**config.mk**
```make
export PLATFORM = sky130hd
export DESIGN_NAME = qu_line_status_format
export DESIGN_NICKNAME = d
export VERILOG_FILES = /design/src/qu_pkg.sv /design/src/qu_char_frame.sv /design/src/qu_line_status_format.sv /design/src/qu_rx_fifo.sv
export SDC_FILE = /design/constraint.sdc
export NUM_CORES = 1
export LEC_CHECK = 0
export BUFFER_PORTS_ARGS = -buffer_cell sky130_fd_sc_hd__buf_2
export CAP_MARGIN = 5
export CORE_MARGIN = 2
export CORE_UTILIZATION = 50
export DETAILED_ROUTE_END_ITERATION = 7
export PLACE_DENSITY = 0.71
export SLEW_MARGIN = 5
export SYNTH_ARGS = -nofsm -noshare
export SYNTH_HDL_FRONTEND = slang
export SYNTH_SLANG_ARGS = --single-unit
```
**constraint.sdc**
```tcl
create_clock -name mclk -period 2.5 [get_ports mclk]
set_input_delay 0.125 -clock mclk [delete_from_list [all_inputs] [get_ports mclk]]
set_output_delay 0.125 -clock mclk [all_outputs]
set_load 0.02 [all_outputs]
```
**src/qu_pkg.sv**
```systemverilog
// constants and types for the serial line status and format block
// Contract
// - status bits 7,6 show inverted modem inputs
// - bit 5 flags missing first stop bit
// - framing error with all-zero character means break
// - error flags clear by rx disable, reset, clear bit
// - bit 4 flags character lost to full buffer
// - bit 3 flags bad parity, clears on read; code shows the head character's parity error, status reads leave it
// - bit 2 flags serializer idle, nothing pending
// - bit 1 flags received character waiting
// - bit 0 flags empty transmit holding register
// - transmit-ready sets once enabled with empty holding
// - transmit-ready stays clear in echo, remote loopback
// - write while not ready replaces pending character
// - status register is read only
// - two format registers share one alternating address
// - pointer returns first on reset, command read
// - format bits 7:6 select stop bits
// - format bits 5:4 select parity mode
// - format bits 3:2 select five to eight bits
// - short characters right aligned, parity bit hidden
// - first format register clears on reset
// - command bit 4 clears the three error flags
// - rx disable aborts, clears flags, initialises receiver
// - address top bits pick line, low bits register
package qu_pkg;

  localparam int QU_LINES = 4;
  localparam int QU_LINE_W = 2;
  localparam int QU_RAW_W = 9;
  localparam int QU_RX_DEPTH = 2;
  localparam int QU_ENTRY_W = 11;

  // register select within a line
  localparam logic [2:0] QU_REG_DATA = 3'h0;
  localparam logic [2:0] QU_REG_STATUS = 3'h1;
  localparam logic [2:0] QU_REG_FORMAT = 3'h2;
  localparam logic [2:0] QU_REG_COMMAND = 3'h3;

  // status bit positions
  localparam int QU_ST_DSR = 7;
  localparam int QU_ST_DCD = 6;
  localparam int QU_ST_FRAME = 5;
  localparam int QU_ST_OVERRUN = 4;
  localparam int QU_ST_PARITY = 3;
  localparam int QU_ST_TXIDLE = 2;
  localparam int QU_ST_RXAVAIL = 1;
  localparam int QU_ST_TXHOLD = 0;

  // first format register fields
  localparam int QU_FMT_STOP_LSB = 6;
  localparam int QU_FMT_PAR_EVEN = 5;
  localparam int QU_FMT_PAR_ON = 4;
  localparam int QU_FMT_LEN_LSB = 2;
  localparam logic [3:0] QU_MIN_CHAR_BITS = 4'h5;

  // command register bits
  localparam int QU_CMD_MODE_LSB = 6;
  localparam int QU_CMD_RXIE = 5;
  localparam int QU_CMD_ERRCLR = 4;
  localparam int QU_CMD_TXBRK = 3;
  localparam int QU_CMD_RX_ENABLE_BIT = 2;
  localparam int QU_CMD_TXIE = 1;
  localparam int QU_CMD_TX_ENABLE_BIT = 0;

  localparam logic [7:0] QU_FMT1_RESET = 8'h00;
  localparam logic [7:0] QU_FMT2_RESET = 8'h00;
  localparam logic [7:0] QU_CMD_RESET = 8'h00;

  // fifo entry layout
  localparam int QU_ENT_FER = 8;
  localparam int QU_ENT_PER = 9;
  localparam int QU_ENT_BRK = 10;

  typedef enum logic [1:0] {
    QU_MODE_NORMAL = 2'b00,
    QU_MODE_ECHO = 2'b01,
    QU_MODE_LOCAL = 2'b10,
    QU_MODE_REMOTE = 2'b11
  } qu_mode_t;

  typedef enum logic {
    QU_FMT_FIRST = 1'b0,
    QU_FMT_SECOND = 1'b1
  } qu_fmt_sel_t;

endpackage : qu_pkg

```
**src/qu_char_frame.sv**
```systemverilog
// received character alignment and error checks
module qu_char_frame
  import qu_pkg::*;
(
  input wire logic [QU_RAW_W-1:0] rawBits,
  input wire logic [1:0] charLen,
  input wire logic parityOn,
  input wire logic parityEven,
  input wire logic stopOk,
  output logic [7:0] charData,
  output logic frameErr,
  output logic parityErr,
  output logic breakSeen
);
  logic [3:0] nBits;
  logic parBit;

  always_comb
  begin
    nBits = QU_MIN_CHAR_BITS + {2'b00, charLen};
    charData = 8'h00;
    for (int i = 0; i < 8; i++)
    begin
      if (4'(i) < nBits)
      begin
        charData[i] = rawBits[i];
      end
    end
    parBit = rawBits[nBits];
    frameErr = ~stopOk;
    parityErr = parityOn & ((^charData ^ parBit) == parityEven);
    breakSeen = frameErr & (charData == 8'h00) & (~parityOn | ~parBit);
  end

endmodule : qu_char_frame

```
**src/qu_line_status_format.sv**
```systemverilog
// four-line status flags, format and command registers
module qu_line_status_format
  import qu_pkg::*;
#(
  parameter int LINES = QU_LINES
)
(
  input wire logic mclk,
  input wire logic rst,
  input wire logic ce,
  input wire logic [4:0] addr,
  input wire logic rdStrobe,
  input wire logic wrStrobe,
  input wire logic [7:0] wrData,
  output logic [7:0] rdData,
  input wire logic [LINES-1:0] dsrN,
  input wire logic [LINES-1:0] dcdN,
  input wire logic [LINES-1:0] rxCharValid,
  input wire logic [LINES*QU_RAW_W-1:0] rxRawBits,
  input wire logic [LINES-1:0] rxStopOk,
  input wire logic [LINES-1:0] txTake,
  input wire logic [LINES-1:0] txCharDone,
  output logic [LINES*8-1:0] txHoldData,
  output logic [LINES-1:0] txHoldValid,
  output logic [LINES*2-1:0] stopSel,
  output logic [LINES-1:0] parityOn,
  output logic [LINES-1:0] parityEven,
  output logic [LINES*2-1:0] charLenSel,
  output logic [LINES*8-1:0] baudSel,
  output logic [LINES*2-1:0] opMode,
  output logic [LINES-1:0] txBreak,
  output logic [LINES-1:0] rxIntEnable,
  output logic [LINES-1:0] txIntEnable,
  output logic [LINES-1:0] rxEnable,
  output logic [LINES-1:0] txEnable,
  output logic [LINES-1:0] rxBreakSeen
);
  logic [QU_LINE_W-1:0] lineAddr;
  logic [2:0] regAddr;
  logic [7:0] lineStatus [LINES];
  logic [7:0] lineFormat [LINES];
  logic [7:0] lineCommand [LINES];
  logic [7:0] lineRxData [LINES];
  logic [7:0] next_rdData;

  // line select high, register select low
  assign lineAddr = addr[4:3];
  assign regAddr = addr[2:0];

  genvar g;
  generate
    for (g = 0; g < LINES; g++)
    begin : gLine
      logic lineSel;
      logic accRd;
      logic accWr;
      logic [7:0] command;
      logic [7:0] format1;
      logic [7:0] format2;
      qu_fmt_sel_t fmtPtr;
      qu_mode_t mode;
      logic rxEnEff;
      logic txEnEff;
      logic [7:0] txHold;
      logic holdFull;
      logic hostLoad;
      logic txIdle;
      logic txReady;
      logic [7:0] rxChar;
      logic rxFer;
      logic rxPer;
      logic rxBrk;
      logic [QU_ENTRY_W-1:0] head;
      logic headLoad;
      logic rxEmpty;
      logic rxFull;
      logic rxPush;
      logic rxPop;
      logic errShow;
      logic overrun;
      logic frameFlag;
      logic parityFlag;

      assign lineSel = (lineAddr == QU_LINE_W'(g));
      assign accRd = rdStrobe & lineSel;
      assign accWr = wrStrobe & lineSel;
      assign mode = qu_mode_t'(command[QU_CMD_MODE_LSB +: 2]);

      // remote loopback holds both enables off; echo disables transmitter
      assign rxEnEff = command[QU_CMD_RX_ENABLE_BIT] & (mode != QU_MODE_REMOTE);
      assign txEnEff = command[QU_CMD_TX_ENABLE_BIT]
        & ((mode == QU_MODE_NORMAL) | (mode == QU_MODE_LOCAL));

      // command register
      always_ff @(posedge mclk)
      begin
        if (rst)
        begin
          command <= QU_CMD_RESET;
        end
        else if (ce && accWr && regAddr == QU_REG_COMMAND)
        begin
          command <= wrData;
        end
      end

      // alternating pointer over the shared format address
      always_ff @(posedge mclk)
      begin
        if (rst)
        begin
          fmtPtr <= QU_FMT_FIRST;
        end
        else if (ce)
        begin
          if (accRd && regAddr == QU_REG_COMMAND)
          begin
            fmtPtr <= QU_FMT_FIRST;
          end
          else if ((accRd || accWr) && regAddr == QU_REG_FORMAT)
          begin
            case (fmtPtr)
              QU_FMT_FIRST: fmtPtr <= QU_FMT_SECOND;
              QU_FMT_SECOND: fmtPtr <= QU_FMT_FIRST;
              default: fmtPtr <= QU_FMT_FIRST;
            endcase
          end
        end
      end

      // format registers
      always_ff @(posedge mclk)
      begin
        if (rst)
        begin
          format1 <= QU_FMT1_RESET;
          format2 <= QU_FMT2_RESET;
        end
        else if (ce && accWr && regAddr == QU_REG_FORMAT)
        begin
          if (fmtPtr == QU_FMT_FIRST)
          begin
            format1 <= wrData;
          end
          else
          begin
            format2 <= wrData;
          end
        end
      end

      // transmit holding register, overwritten by any later load
      assign hostLoad = ce & accWr & (regAddr == QU_REG_DATA);

      always_ff @(posedge mclk)
      begin
        if (rst)
        begin
          txHold <= 8'h00;
          holdFull <= 1'b0;
        end
        else if (ce)
        begin
          if (accWr && regAddr == QU_REG_DATA)
          begin
            txHold <= wrData;
            holdFull <= 1'b1;
          end
          else if (txTake[g] && txEnEff && holdFull)
          begin
            holdFull <= 1'b0;
          end
        end
      end

      // empty holding register seen only while transmitter runs
      assign txReady = txEnEff & ~holdFull;

      // serializer idle flag
      always_ff @(posedge mclk)
      begin
        if (rst)
        begin
          txIdle <= 1'b0;
        end
        else if (ce)
        begin
          if (hostLoad || !txEnEff)
          begin
            txIdle <= 1'b0;
          end
          else if (txCharDone[g] && !holdFull)
          begin
            txIdle <= 1'b1;
          end
        end
      end

      qu_char_frame uFrame (
        .rawBits(rxRawBits[g*QU_RAW_W +: QU_RAW_W]),
        .charLen(format1[QU_FMT_LEN_LSB +: 2]),
        .parityOn(format1[QU_FMT_PAR_ON]),
        .parityEven(format1[QU_FMT_PAR_EVEN]),
        .stopOk(rxStopOk[g]),
        .charData(rxChar),
        .frameErr(rxFer),
        .parityErr(rxPer),
        .breakSeen(rxBrk)
      );

      assign rxPush = rxCharValid[g] & rxEnEff;
      assign rxPop = accRd & (regAddr == QU_REG_DATA) & ~rxEmpty;

      // receiver flushed while disabled
      qu_rx_fifo #(
        .WIDTH(QU_ENTRY_W),
        .DEPTH(QU_RX_DEPTH)
      ) uFifo (
        .mclk(mclk),
        .rst(rst),
        .ce(ce),
        .flush(~rxEnEff),
        .push(rxPush),
        .wrData({rxBrk, rxPer, rxFer, rxChar}),
        .pop(rxPop),
        .head(head),
        .headLoad(headLoad),
        .empty(rxEmpty),
        .full(rxFull)
      );

      // per-character errors shown until cleared or character replaced
      always_ff @(posedge mclk)
      begin
        if (rst)
        begin
          errShow <= 1'b0;
        end
        else if (ce)
        begin
          if (headLoad)
          begin
            errShow <= 1'b1;
          end
          else if (command[QU_CMD_ERRCLR] || !rxEnEff)
          begin
            errShow <= 1'b0;
          end
        end
      end

      // overrun when a character arrives with the buffer full
      always_ff @(posedge mclk)
      begin
        if (rst)
        begin
          overrun <= 1'b0;
        end
        else if (ce)
        begin
          if (rxPush && rxFull)
          begin
            overrun <= 1'b1;
          end
          else if (command[QU_CMD_ERRCLR] || !rxEnEff)
          begin
            overrun <= 1'b0;
          end
        end
      end

      assign frameFlag = errShow & ~rxEmpty & head[QU_ENT_FER];
      assign parityFlag = errShow & ~rxEmpty & head[QU_ENT_PER]
        & format1[QU_FMT_PAR_ON];

      // status is assembled live; bus writes never reach it
      always_comb
      begin
        lineStatus[g] = 8'h00;
        lineStatus[g][QU_ST_DSR] = ~dsrN[g];
        lineStatus[g][QU_ST_DCD] = ~dcdN[g];
        lineStatus[g][QU_ST_FRAME] = frameFlag;
        lineStatus[g][QU_ST_OVERRUN] = overrun;
        lineStatus[g][QU_ST_PARITY] = parityFlag;
        lineStatus[g][QU_ST_TXIDLE] = txIdle;
        lineStatus[g][QU_ST_RXAVAIL] = ~rxEmpty;
        lineStatus[g][QU_ST_TXHOLD] = txReady;
      end

      assign lineFormat[g] = (fmtPtr == QU_FMT_FIRST) ? format1 : format2;
      assign lineCommand[g] = command;
      assign lineRxData[g] = rxEmpty ? 8'h00 : head[7:0];

      assign txHoldData[g*8 +: 8] = txHold;
      assign txHoldValid[g] = holdFull & txEnEff;
      assign stopSel[g*2 +: 2] = format1[QU_FMT_STOP_LSB +: 2];
      assign parityOn[g] = format1[QU_FMT_PAR_ON];
      assign parityEven[g] = format1[QU_FMT_PAR_EVEN];
      assign charLenSel[g*2 +: 2] = format1[QU_FMT_LEN_LSB +: 2];
      assign baudSel[g*8 +: 8] = format2;
      assign opMode[g*2 +: 2] = command[QU_CMD_MODE_LSB +: 2];
      assign txBreak[g] = command[QU_CMD_TXBRK];
      assign rxIntEnable[g] = command[QU_CMD_RXIE];
      assign txIntEnable[g] = command[QU_CMD_TXIE];
      assign rxEnable[g] = rxEnEff;
      assign txEnable[g] = txEnEff;
      assign rxBreakSeen[g] = frameFlag & head[QU_ENT_BRK];
    end
  endgenerate

  // read data mux
  always_comb
  begin
    next_rdData = 8'h00;
    if (regAddr == QU_REG_DATA)
    begin
      next_rdData = lineRxData[lineAddr];
    end
    else if (regAddr == QU_REG_STATUS)
    begin
      next_rdData = lineStatus[lineAddr];
    end
    else if (regAddr == QU_REG_FORMAT)
    begin
      next_rdData = lineFormat[lineAddr];
    end
    else if (regAddr == QU_REG_COMMAND)
    begin
      next_rdData = lineCommand[lineAddr];
    end
  end

  always_ff @(posedge mclk)
  begin
    if (rst)
    begin
      rdData <= 8'h00;
    end
    else if (ce && rdStrobe)
    begin
      rdData <= next_rdData;
    end
  end

endmodule : qu_line_status_format

```
**src/qu_rx_fifo.sv**
```systemverilog
// receive buffer with registered head entry
module qu_rx_fifo
  import qu_pkg::*;
#(
  parameter int WIDTH = QU_ENTRY_W,
  parameter int DEPTH = QU_RX_DEPTH
)
(
  input wire logic mclk,
  input wire logic rst,
  input wire logic ce,
  input wire logic flush,
  input wire logic push,
  input wire logic [WIDTH-1:0] wrData,
  input wire logic pop,
  output logic [WIDTH-1:0] head,
  output logic headLoad,
  output logic empty,
  output logic full
);
  localparam int AW = (DEPTH > 1) ? $clog2(DEPTH) : 1;
  localparam int CW = $clog2(DEPTH + 1);
  localparam logic [CW-1:0] FULL_COUNT = CW'(DEPTH);
  localparam logic [AW-1:0] LAST_PTR = AW'(DEPTH - 1);

  logic [WIDTH-1:0] mem [DEPTH];
  logic [AW-1:0] wrPtr;
  logic [AW-1:0] rdPtr;
  logic [CW-1:0] count;
  logic doPush;
  logic doPop;
  logic [AW-1:0] next_rdPtr;
  logic [AW-1:0] next_wrPtr;

  assign empty = (count == '0);
  assign full = (count == FULL_COUNT);
  assign doPush = push & ~full;
  assign doPop = pop & ~empty;
  assign next_rdPtr = (rdPtr == LAST_PTR) ? '0 : AW'(rdPtr + 1'b1);
  assign next_wrPtr = (wrPtr == LAST_PTR) ? '0 : AW'(wrPtr + 1'b1);

  always_ff @(posedge mclk)
  begin
    if (ce && doPush)
    begin
      mem[wrPtr] <= wrData;
    end
  end

  always_ff @(posedge mclk)
  begin
    if (rst)
    begin
      wrPtr <= '0;
      rdPtr <= '0;
      count <= '0;
      headLoad <= 1'b0;
      head <= '0;
    end
    else if (ce)
    begin
      if (flush)
      begin
        wrPtr <= '0;
        rdPtr <= '0;
        count <= '0;
        headLoad <= 1'b0;
      end
      else
      begin
        if (doPush)
        begin
          wrPtr <= next_wrPtr;
        end
        if (doPop)
        begin
          rdPtr <= next_rdPtr;
        end
        if (doPush && !doPop)
        begin
          count <= CW'(count + 1'b1);
        end
        else if (doPop && !doPush)
        begin
          count <= CW'(count - 1'b1);
        end
        headLoad <= 1'b0;
        if (doPop && count > CW'(1))
        begin
          head <= mem[next_rdPtr];
          headLoad <= 1'b1;
        end
        else if (doPush && (empty || (doPop && count == CW'(1))))
        begin
          head <= wrData;
          headLoad <= 1'b1;
        end
      end
    end
  end

endmodule : qu_rx_fifo

```
======== Yosys cells after proc, flatten, opt, wreduce, memory -nomap -nowiden ========
Memories as Yosys holds them, arrays and structs flattened.
Cells that the tools add are included.
cells by class
  add/subtract/negate cells ............... 20
  $lt $le $gt $ge ......................... 41
  equality and inequality tests ........... 38
  muxes and demuxes ....................... 168
  bitwise gates (word level) .............. 133
  reductions and logical operators ........ 191
operators by type and width
  kind                 number
  $mux 8               20
  $mux 1               116
  $mux 11              8
  $reduce_and 2->1     44
  $and 1x1->1          84
  $logic_and 1x1->1    65
  $bmux 8 s2           4
  $lt 3x4->1 const A   16
  $reduce_bool 2->1    24
  $not 1->1            36
  $logic_not 8->1      4
  $lt 1x4->1 const A   8
  $lt 2x4->1 const A   8
  $reduce_xor 8->1     4
  $mux 2               12
  $eq 2x2->1 const B   10
  $logic_not 1->1      20
  $lt 4x5->1 const B   4
  $logic_not 2->1      9
  $add 3x2->4 const A  4
  $bmux 1 s4           4
  $logic_or 1x1->1     16
  $ne 2x1->1 const B   8
  $ne 3x1->1 const B   4
  16 further kinds     59
storage, ports and cells
  register bits after elaboration ......... 220
  memory bits (writable) .................. 88
  output and inout bits ................... 132
  word-level logic and storage cells ...... 652
  memories ................................ 4
memory list
  name                words  width  read ports  clocked after memory_dff  write ports  line              RTL
  gLine[0].uFifo.mem  2      11     1           0                         1            qu_rx_fifo.sv:26  logic [WIDTH-1:0] mem [DEPTH];
  gLine[1].uFifo.mem  2      11     1           0                         1            qu_rx_fifo.sv:26
  gLine[2].uFifo.mem  2      11     1           0                         1            qu_rx_fifo.sv:26
  gLine[3].uFifo.mem  2      11     1           0                         1            qu_rx_fifo.sv:26

======== Depth between registers and ports, before layout ========
  depth in word-level cells ............... 11
  depth in mapped cells ................... 10
  mapped depth without buffers ............ 10

======== Modules after synthesis ========
Synthesis repeated with hierarchy kept, for this count alone.
second synthesis, totals
  cell total of the unflattened synthesis .. 1547
  area total of the unflattened synthesis .. 15959.1 µm²
by module, submodules not included
  module                            times used  cells an instance  area an instance (µm²)
  qu_line_status_format             1           814                7838.8
  qu_rx_fifo at gLine[1].uFifo ...  2           143                1746.7
  qu_rx_fifo at gLine[0].uFifo      1           144                1756.7
  qu_rx_fifo at gLine[3].uFifo      1           139                1634.1
  qu_char_frame                     4           41                 309.0

======== Least setup slack after synthesis ========
Ideal clock, no wire load.
  path type ............................... register to register
  from .................................... register gLine[1].format1[2]
  to ...................................... register gLine[1].uFifo.head[10]
  setup time .............................. 70 ps
  data arrival time ....................... 2191 ps
  required time ........................... 2430 ps
  path slack .............................. 238 ps
  stages on the path, launching flop included .. 9
  period minus slack after synthesis ...... 2262 ps
  path through ............................ dfxtp_1 -> inv_1 -> ha_1 -> mux2_2 -> a21oi_1 -> o32ai_1 -> a2111oi_0 -> o211ai_1 -> a21oi_1
between the ends
  longest elaborated chain between the ends .. 8
  elaborated cells between the ends (all ways) .. 26
RTL lines
  element                                              line                                      RTL
  start, declared                                      qu_line_status_format.sv:58               logic [7:0] format1;
  start signal, assigned                               qu_line_status_format.sv:143              format1 <= wrData;
  $add 3x2->4 (*)                                      qu_char_frame.sv:20                       nBits = QU_MIN_CHAR_BITS + {2'b00, charLen};
  $lt 1x4->1 (tied with other cells)                   qu_char_frame.sv:24                       if (4'(i) < nBits)
  $mux 1, on equally long branches                     qu_char_frame.sv:24, qu_char_frame.sv:29
  $logic_not 8->1 / $not 1->1 (equally long branches)  qu_char_frame.sv:32                       breakSeen = frameErr & (charData == 8'h00) & (~parityOn | ~parBit);
  $and 1x1->1 / $or 1x1->1 (equally long branches)     qu_char_frame.sv:32
  $and 1x1->1 (*)                                      qu_char_frame.sv:32
  net gLine[1].rxBrk                                   qu_line_status_format.sv:72               logic rxBrk;
  $mux 11 (*)                                          qu_rx_fifo.sv:93                          else if (doPush && (empty || (doPop && count == CW'(1))))
  $mux 11 (*)                                          qu_rx_fifo.sv:88                          if (doPop && count > CW'(1))
  end signal, assigned                                 qu_rx_fifo.sv:90                          head <= mem[next_rdPtr];
  end signal, assigned                                 qu_rx_fifo.sv:95                          head <= wrData;
  end, declared                                        qu_rx_fifo.sv:16                          output logic [WIDTH-1:0] head,
Mark *: on every way through the listed nets, which the timed path passes. The rest lies on a longest branch. The select of a mux whose other input is x is not followed.
A chain may end at the register's enable or synchronous reset.

======== Worst setup path in the final report ========
  from .................................... register gLine[1].format1[2]
  to ...................................... register gLine[1].uFifo.head[9]
between the ends
  longest elaborated chain between the ends .. 9
  elaborated cells between the ends (all ways) .. 25
RTL lines
  element                             line                 RTL
  $add 3x2->4 (*)                     qu_char_frame.sv:20
  $lt 1x4->1 (tied with other cells)  qu_char_frame.sv:24
  $mux 1                              qu_char_frame.sv:24
  $reduce_xor 8->1                    qu_char_frame.sv:31  parityErr = parityOn & ((^charData ^ parBit) == parityEven);
  $xor 1x1->1 (*)                     qu_char_frame.sv:31
  $eq 1x1->1 (*)                      qu_char_frame.sv:31
  $and 1x1->1 (*)                     qu_char_frame.sv:31
  $mux 11 (*)                         qu_rx_fifo.sv:93
  $mux 11 (*)                         qu_rx_fifo.sv:88
Every way passes the cells marked *; elsewhere a longest branch is shown, timed or not. The select of a mux whose other input is x is not followed.

==> metrics.md <==
| Metric | Value |
|---|---|
| Status | completed |
| # rows | 63 |
| Avg Inst Size Synth | 9.599 sq um |
| Critical path cell sequence | inv_1, ha_1, nand2b_1, ha_1, xnor2_1, xnor2_1, xnor2_1, xnor2_1, nand2_1, o41ai_2 |
| Nets | 1895 |
| Htree depth | 2 |
| Power Density | 592.3 nW/um^2 |
| Io pins | 210 |
| Post-synth EDFFs | 88 |
| WL per Instance | 20.88 um |
| Multi-input logic area | 7118 sq um |
| Crit-path most repeated cell | xnor2_1 |
| Clk buf depth | 3 |
| Flops & latches, synth | 308 |
| Setup Buffers After CTS | 0 |
| Slew Limit Fails | 0 |
| Peak VDD IR | 0.0003715 V |
| Ys async rst share | 0% |
| Pin count of the biggest net entering global routing | 102 |
| DR iter-0 viols | 1247 |
| Rel. slew slack | 46.60% |
| Peak Freq | 425.3 MHz |
| DRC viols | 0 |
| Critical path required time | 2910 ps |
| Crit. End Element | register |
| Reg2Reg Setup Slack | 150 ps |
| CTS tree | yes |
| Commonest cells post-synth | dfxtp_1 (220), mux2i_1 (181), nand2_1 (181), nor2_1 (164), a21oi_1 (113) |
| First-pass GRT wire length | 69390 um |
| Routed Antenna Nets | 0 |
| Buf/Inv on CP | 1 |
| Main combinational cell family by area after synthesis | multiplexers |
| Area share of the largest cell type after synthesis | 28.99% |
| YS warnings | 0 |
| WL final | 45760 um |
| Initial Util | 51.00% |
| Worst Path Max Fanout | 5 |
| Post-synthesis sequential area ratio | 46.38% |
| Post-Synth XOR/XNOR Area | 1.268% |
| Layout cells sized above 1 | 20.04% |
| Pleak | 6.998 nW |
| Post-DP HPWL | 32860 um |
| Mux share of post-synthesis cell area | 15.56% |
| Mapped Area | 15190 sq um |
| RePlAce Congestion | 0.9837 |
| Hold violation total from the final report | 0 |
| Gr ovfl total | 0 |
| Initial antenna violation count | 5 |
| Hold Path Class | in2reg |
| Worst slew pin tran | 801.0 ps |
| Count leader, synth | dfxtp_1 |
| Synth Area in Compound Gates | 12.03% |
| Placed Cells incl. Taps | 2094 |
| Startpoint Class | register |
| Min cycle time layout | 2351 ps |
| Final setup violation count | 0 |
| Yosys top cell by area | dfxtp_1 |
| Filler Cells Inserted | 2548 |
| Post-route insts no fill | 2192 |
| Register Area | 7048 sq um |
| Skew final | 20.11 ps |
| Design area | 17930 sq um |
| Max stage delay on crit path | 390 ps |
| Max-capacitance violation count | 0 |
| Gr usage total | 28.34% |
| Final Cycle Share | 94.05% |
| Adder-cell area share of the yosys netlist | 3.294% |
| Area Growth Syn to Fin | 17.98% |
| # clock sinks | 308 |
| Clk_lat worst skew | 510 ps |
| CP max stage cell | dfxtp_1 |
| Die Y | 178.3 um |
| Die area | 31800 sq um |
| Post-Syn Nets | 1701 |
| Ys flop type | dfxtp_1 |
| Area post-placement | 16470 sq um |
| Vias/cell | 5.862 |
| Pre-Repair DR Iteration Count | 6 |
| Synth top area cells | dfxtp_1 (29%), edfxtp_1 (17%), mux2i_1 (12%) |
| CTS Root Cell | clkbuf_16 |
| Clk slew on worst S/H paths | 60 ps |
| Top cell family by delay on the critical path | XOR/XNOR gates |
| Total CTS buffers | 34 |
| Number of port buffers | 209 |
| Worst Path Arrival | 2760 ps |
| Number of global-route vias before repair | 12400 |
| Synth unique cells | 63 |
| Die width | 178.3 um |
| Via Count | 12850 |
| Core ar. | 29800 sq um |
| Post-Synthesis Cells | 1583 |
| Simple-Gate Fraction of Synth Area | 14.45% |
| Critical path class | reg2reg |
[layout by cell type (no fill, tap or decap), drive strengths merged, types with 15 or more instances in the layout]
cell / instances
a21oi: 114
a31oi: 15
buf: 268
clkbuf: 53
dfxtp: 220
dlygate4sd3: 37
edfxtp: 88
ha: 40
inv: 84
mux2i: 181
mux4: 23
nand2: 181
nand2b: 18
nand3: 28
nor2: 164
nor2b: 15
nor3: 20
o211ai: 22
o21ai: 51
xnor2: 19
[kinds of logic (layout without fill, tap and decap cells)]
| logic type | after synthesis | count (layout) |
|---|---|---|
| buffers and inverters | 230 | 448 |
| multiplexers | 207 | 207 |
| flip-flops | 308 | 308 |
| XOR/XNOR | 22 | 22 |
| adder cells (fa/ha/maj) | 40 | 40 |
| other | 0 | 1 |
| AO/OA/AOI/OAI | 291 | 291 |
| AND/OR/NAND/NOR | 485 | 485 |
[worst reg2reg max path, stage by stage (launching register included)]
cell and delay, ps:
dfxtp_1 390, inv_1 110, ha_1 200, nand2b_1 180, ha_1 300, xnor2_1 170
xnor2_1 160, xnor2_1 160, xnor2_1 140, nand2_1 110, o41ai_2 340
[layer usage]
metal  global-route usage [%]  wire length [um]
met1                    36.57             18770
met2                    45.67             21100
met3                    7.332              4181
met4                    10.81              1663
met5                        0                53
[per-stage QoR]
stage               hold slack, ps  TNS, ps  setup slack, ps  utilization [%]  power, W
floorplan                    223.9        0            238.4                -  0.005624
global placement             350.5        0            179.3            55.29  0.005859
detailed placement           355.4        0            85.86            55.29  0.005869
CTS                          7.247        0            87.06            60.08   0.01068
global route                 34.08   -6.323           -3.763            60.16   0.01094
finish                       23.06        0            148.7            60.17   0.01062
[power breakdown]
part / total [W] / switching (W) / leakage, nW / internal (W)
logic: 0.000665 / 0.000413 / 3.90 / 0.000252
registers: 0.00516 / 0.0000218 / 2.58 / 0.00514
clock network: 0.00480 / 0.00196 / 0.518 / 0.00283
[final timing paths]
check,startpoint,cells past startpoint,to
hold reg to reg,gLine[0].txHold[7],2,gLine[0].txHold[7]
setup reg to reg,gLine[1].format1[2],10,gLine[1].uFifo.head[9]
hold / removal,rxRawBits[16],3,gLine[1].uFifo.mem[1][7]
setup / recovery,gLine[1].format1[2],10,gLine[1].uFifo.head[9]
[state kept, by name (all words and copies together), names as in the netlist]
register	count
gLine.overrun	4
gLine.format1	32
gLine.uFifo.head	44
gLine.uFifo.count	8
gLine.errShow	4
gLine.uFifo.wrPtr	4
gLine.uFifo.headLoad	4
gLine.uFifo.mem	88
gLine.format2	32
gLine.txIdle	4
gLine.fmtPtr	4
gLine.uFifo.rdPtr	4
gLine.command	32
gLine.txHold	32
rdData	8
gLine.holdFull	4
[timing repair]
item / 4_1_cts / 5_1_grt
resized for setup: 0 / 9
endpoints found under the setup margin: 0 / 17
endpoints found under the hold margin: 96 / 0
hold buffers: 37 / 0
[final cells by class]
class / instances / share of cell area, %
Antenna cell: 1 / 0.01396
Sequential cell: 308 / 39.31
Clock buffer: 53 / 5.542
Timing Repair Buffer: 305 / 10.62
Tap cell: 390 / 2.722
Clock inverter: 7 / 0.3490
Multi-Input combinational cell: 1045 / 39.71
Inverter: 83 / 1.738
(Power assumes the default switching activity.)
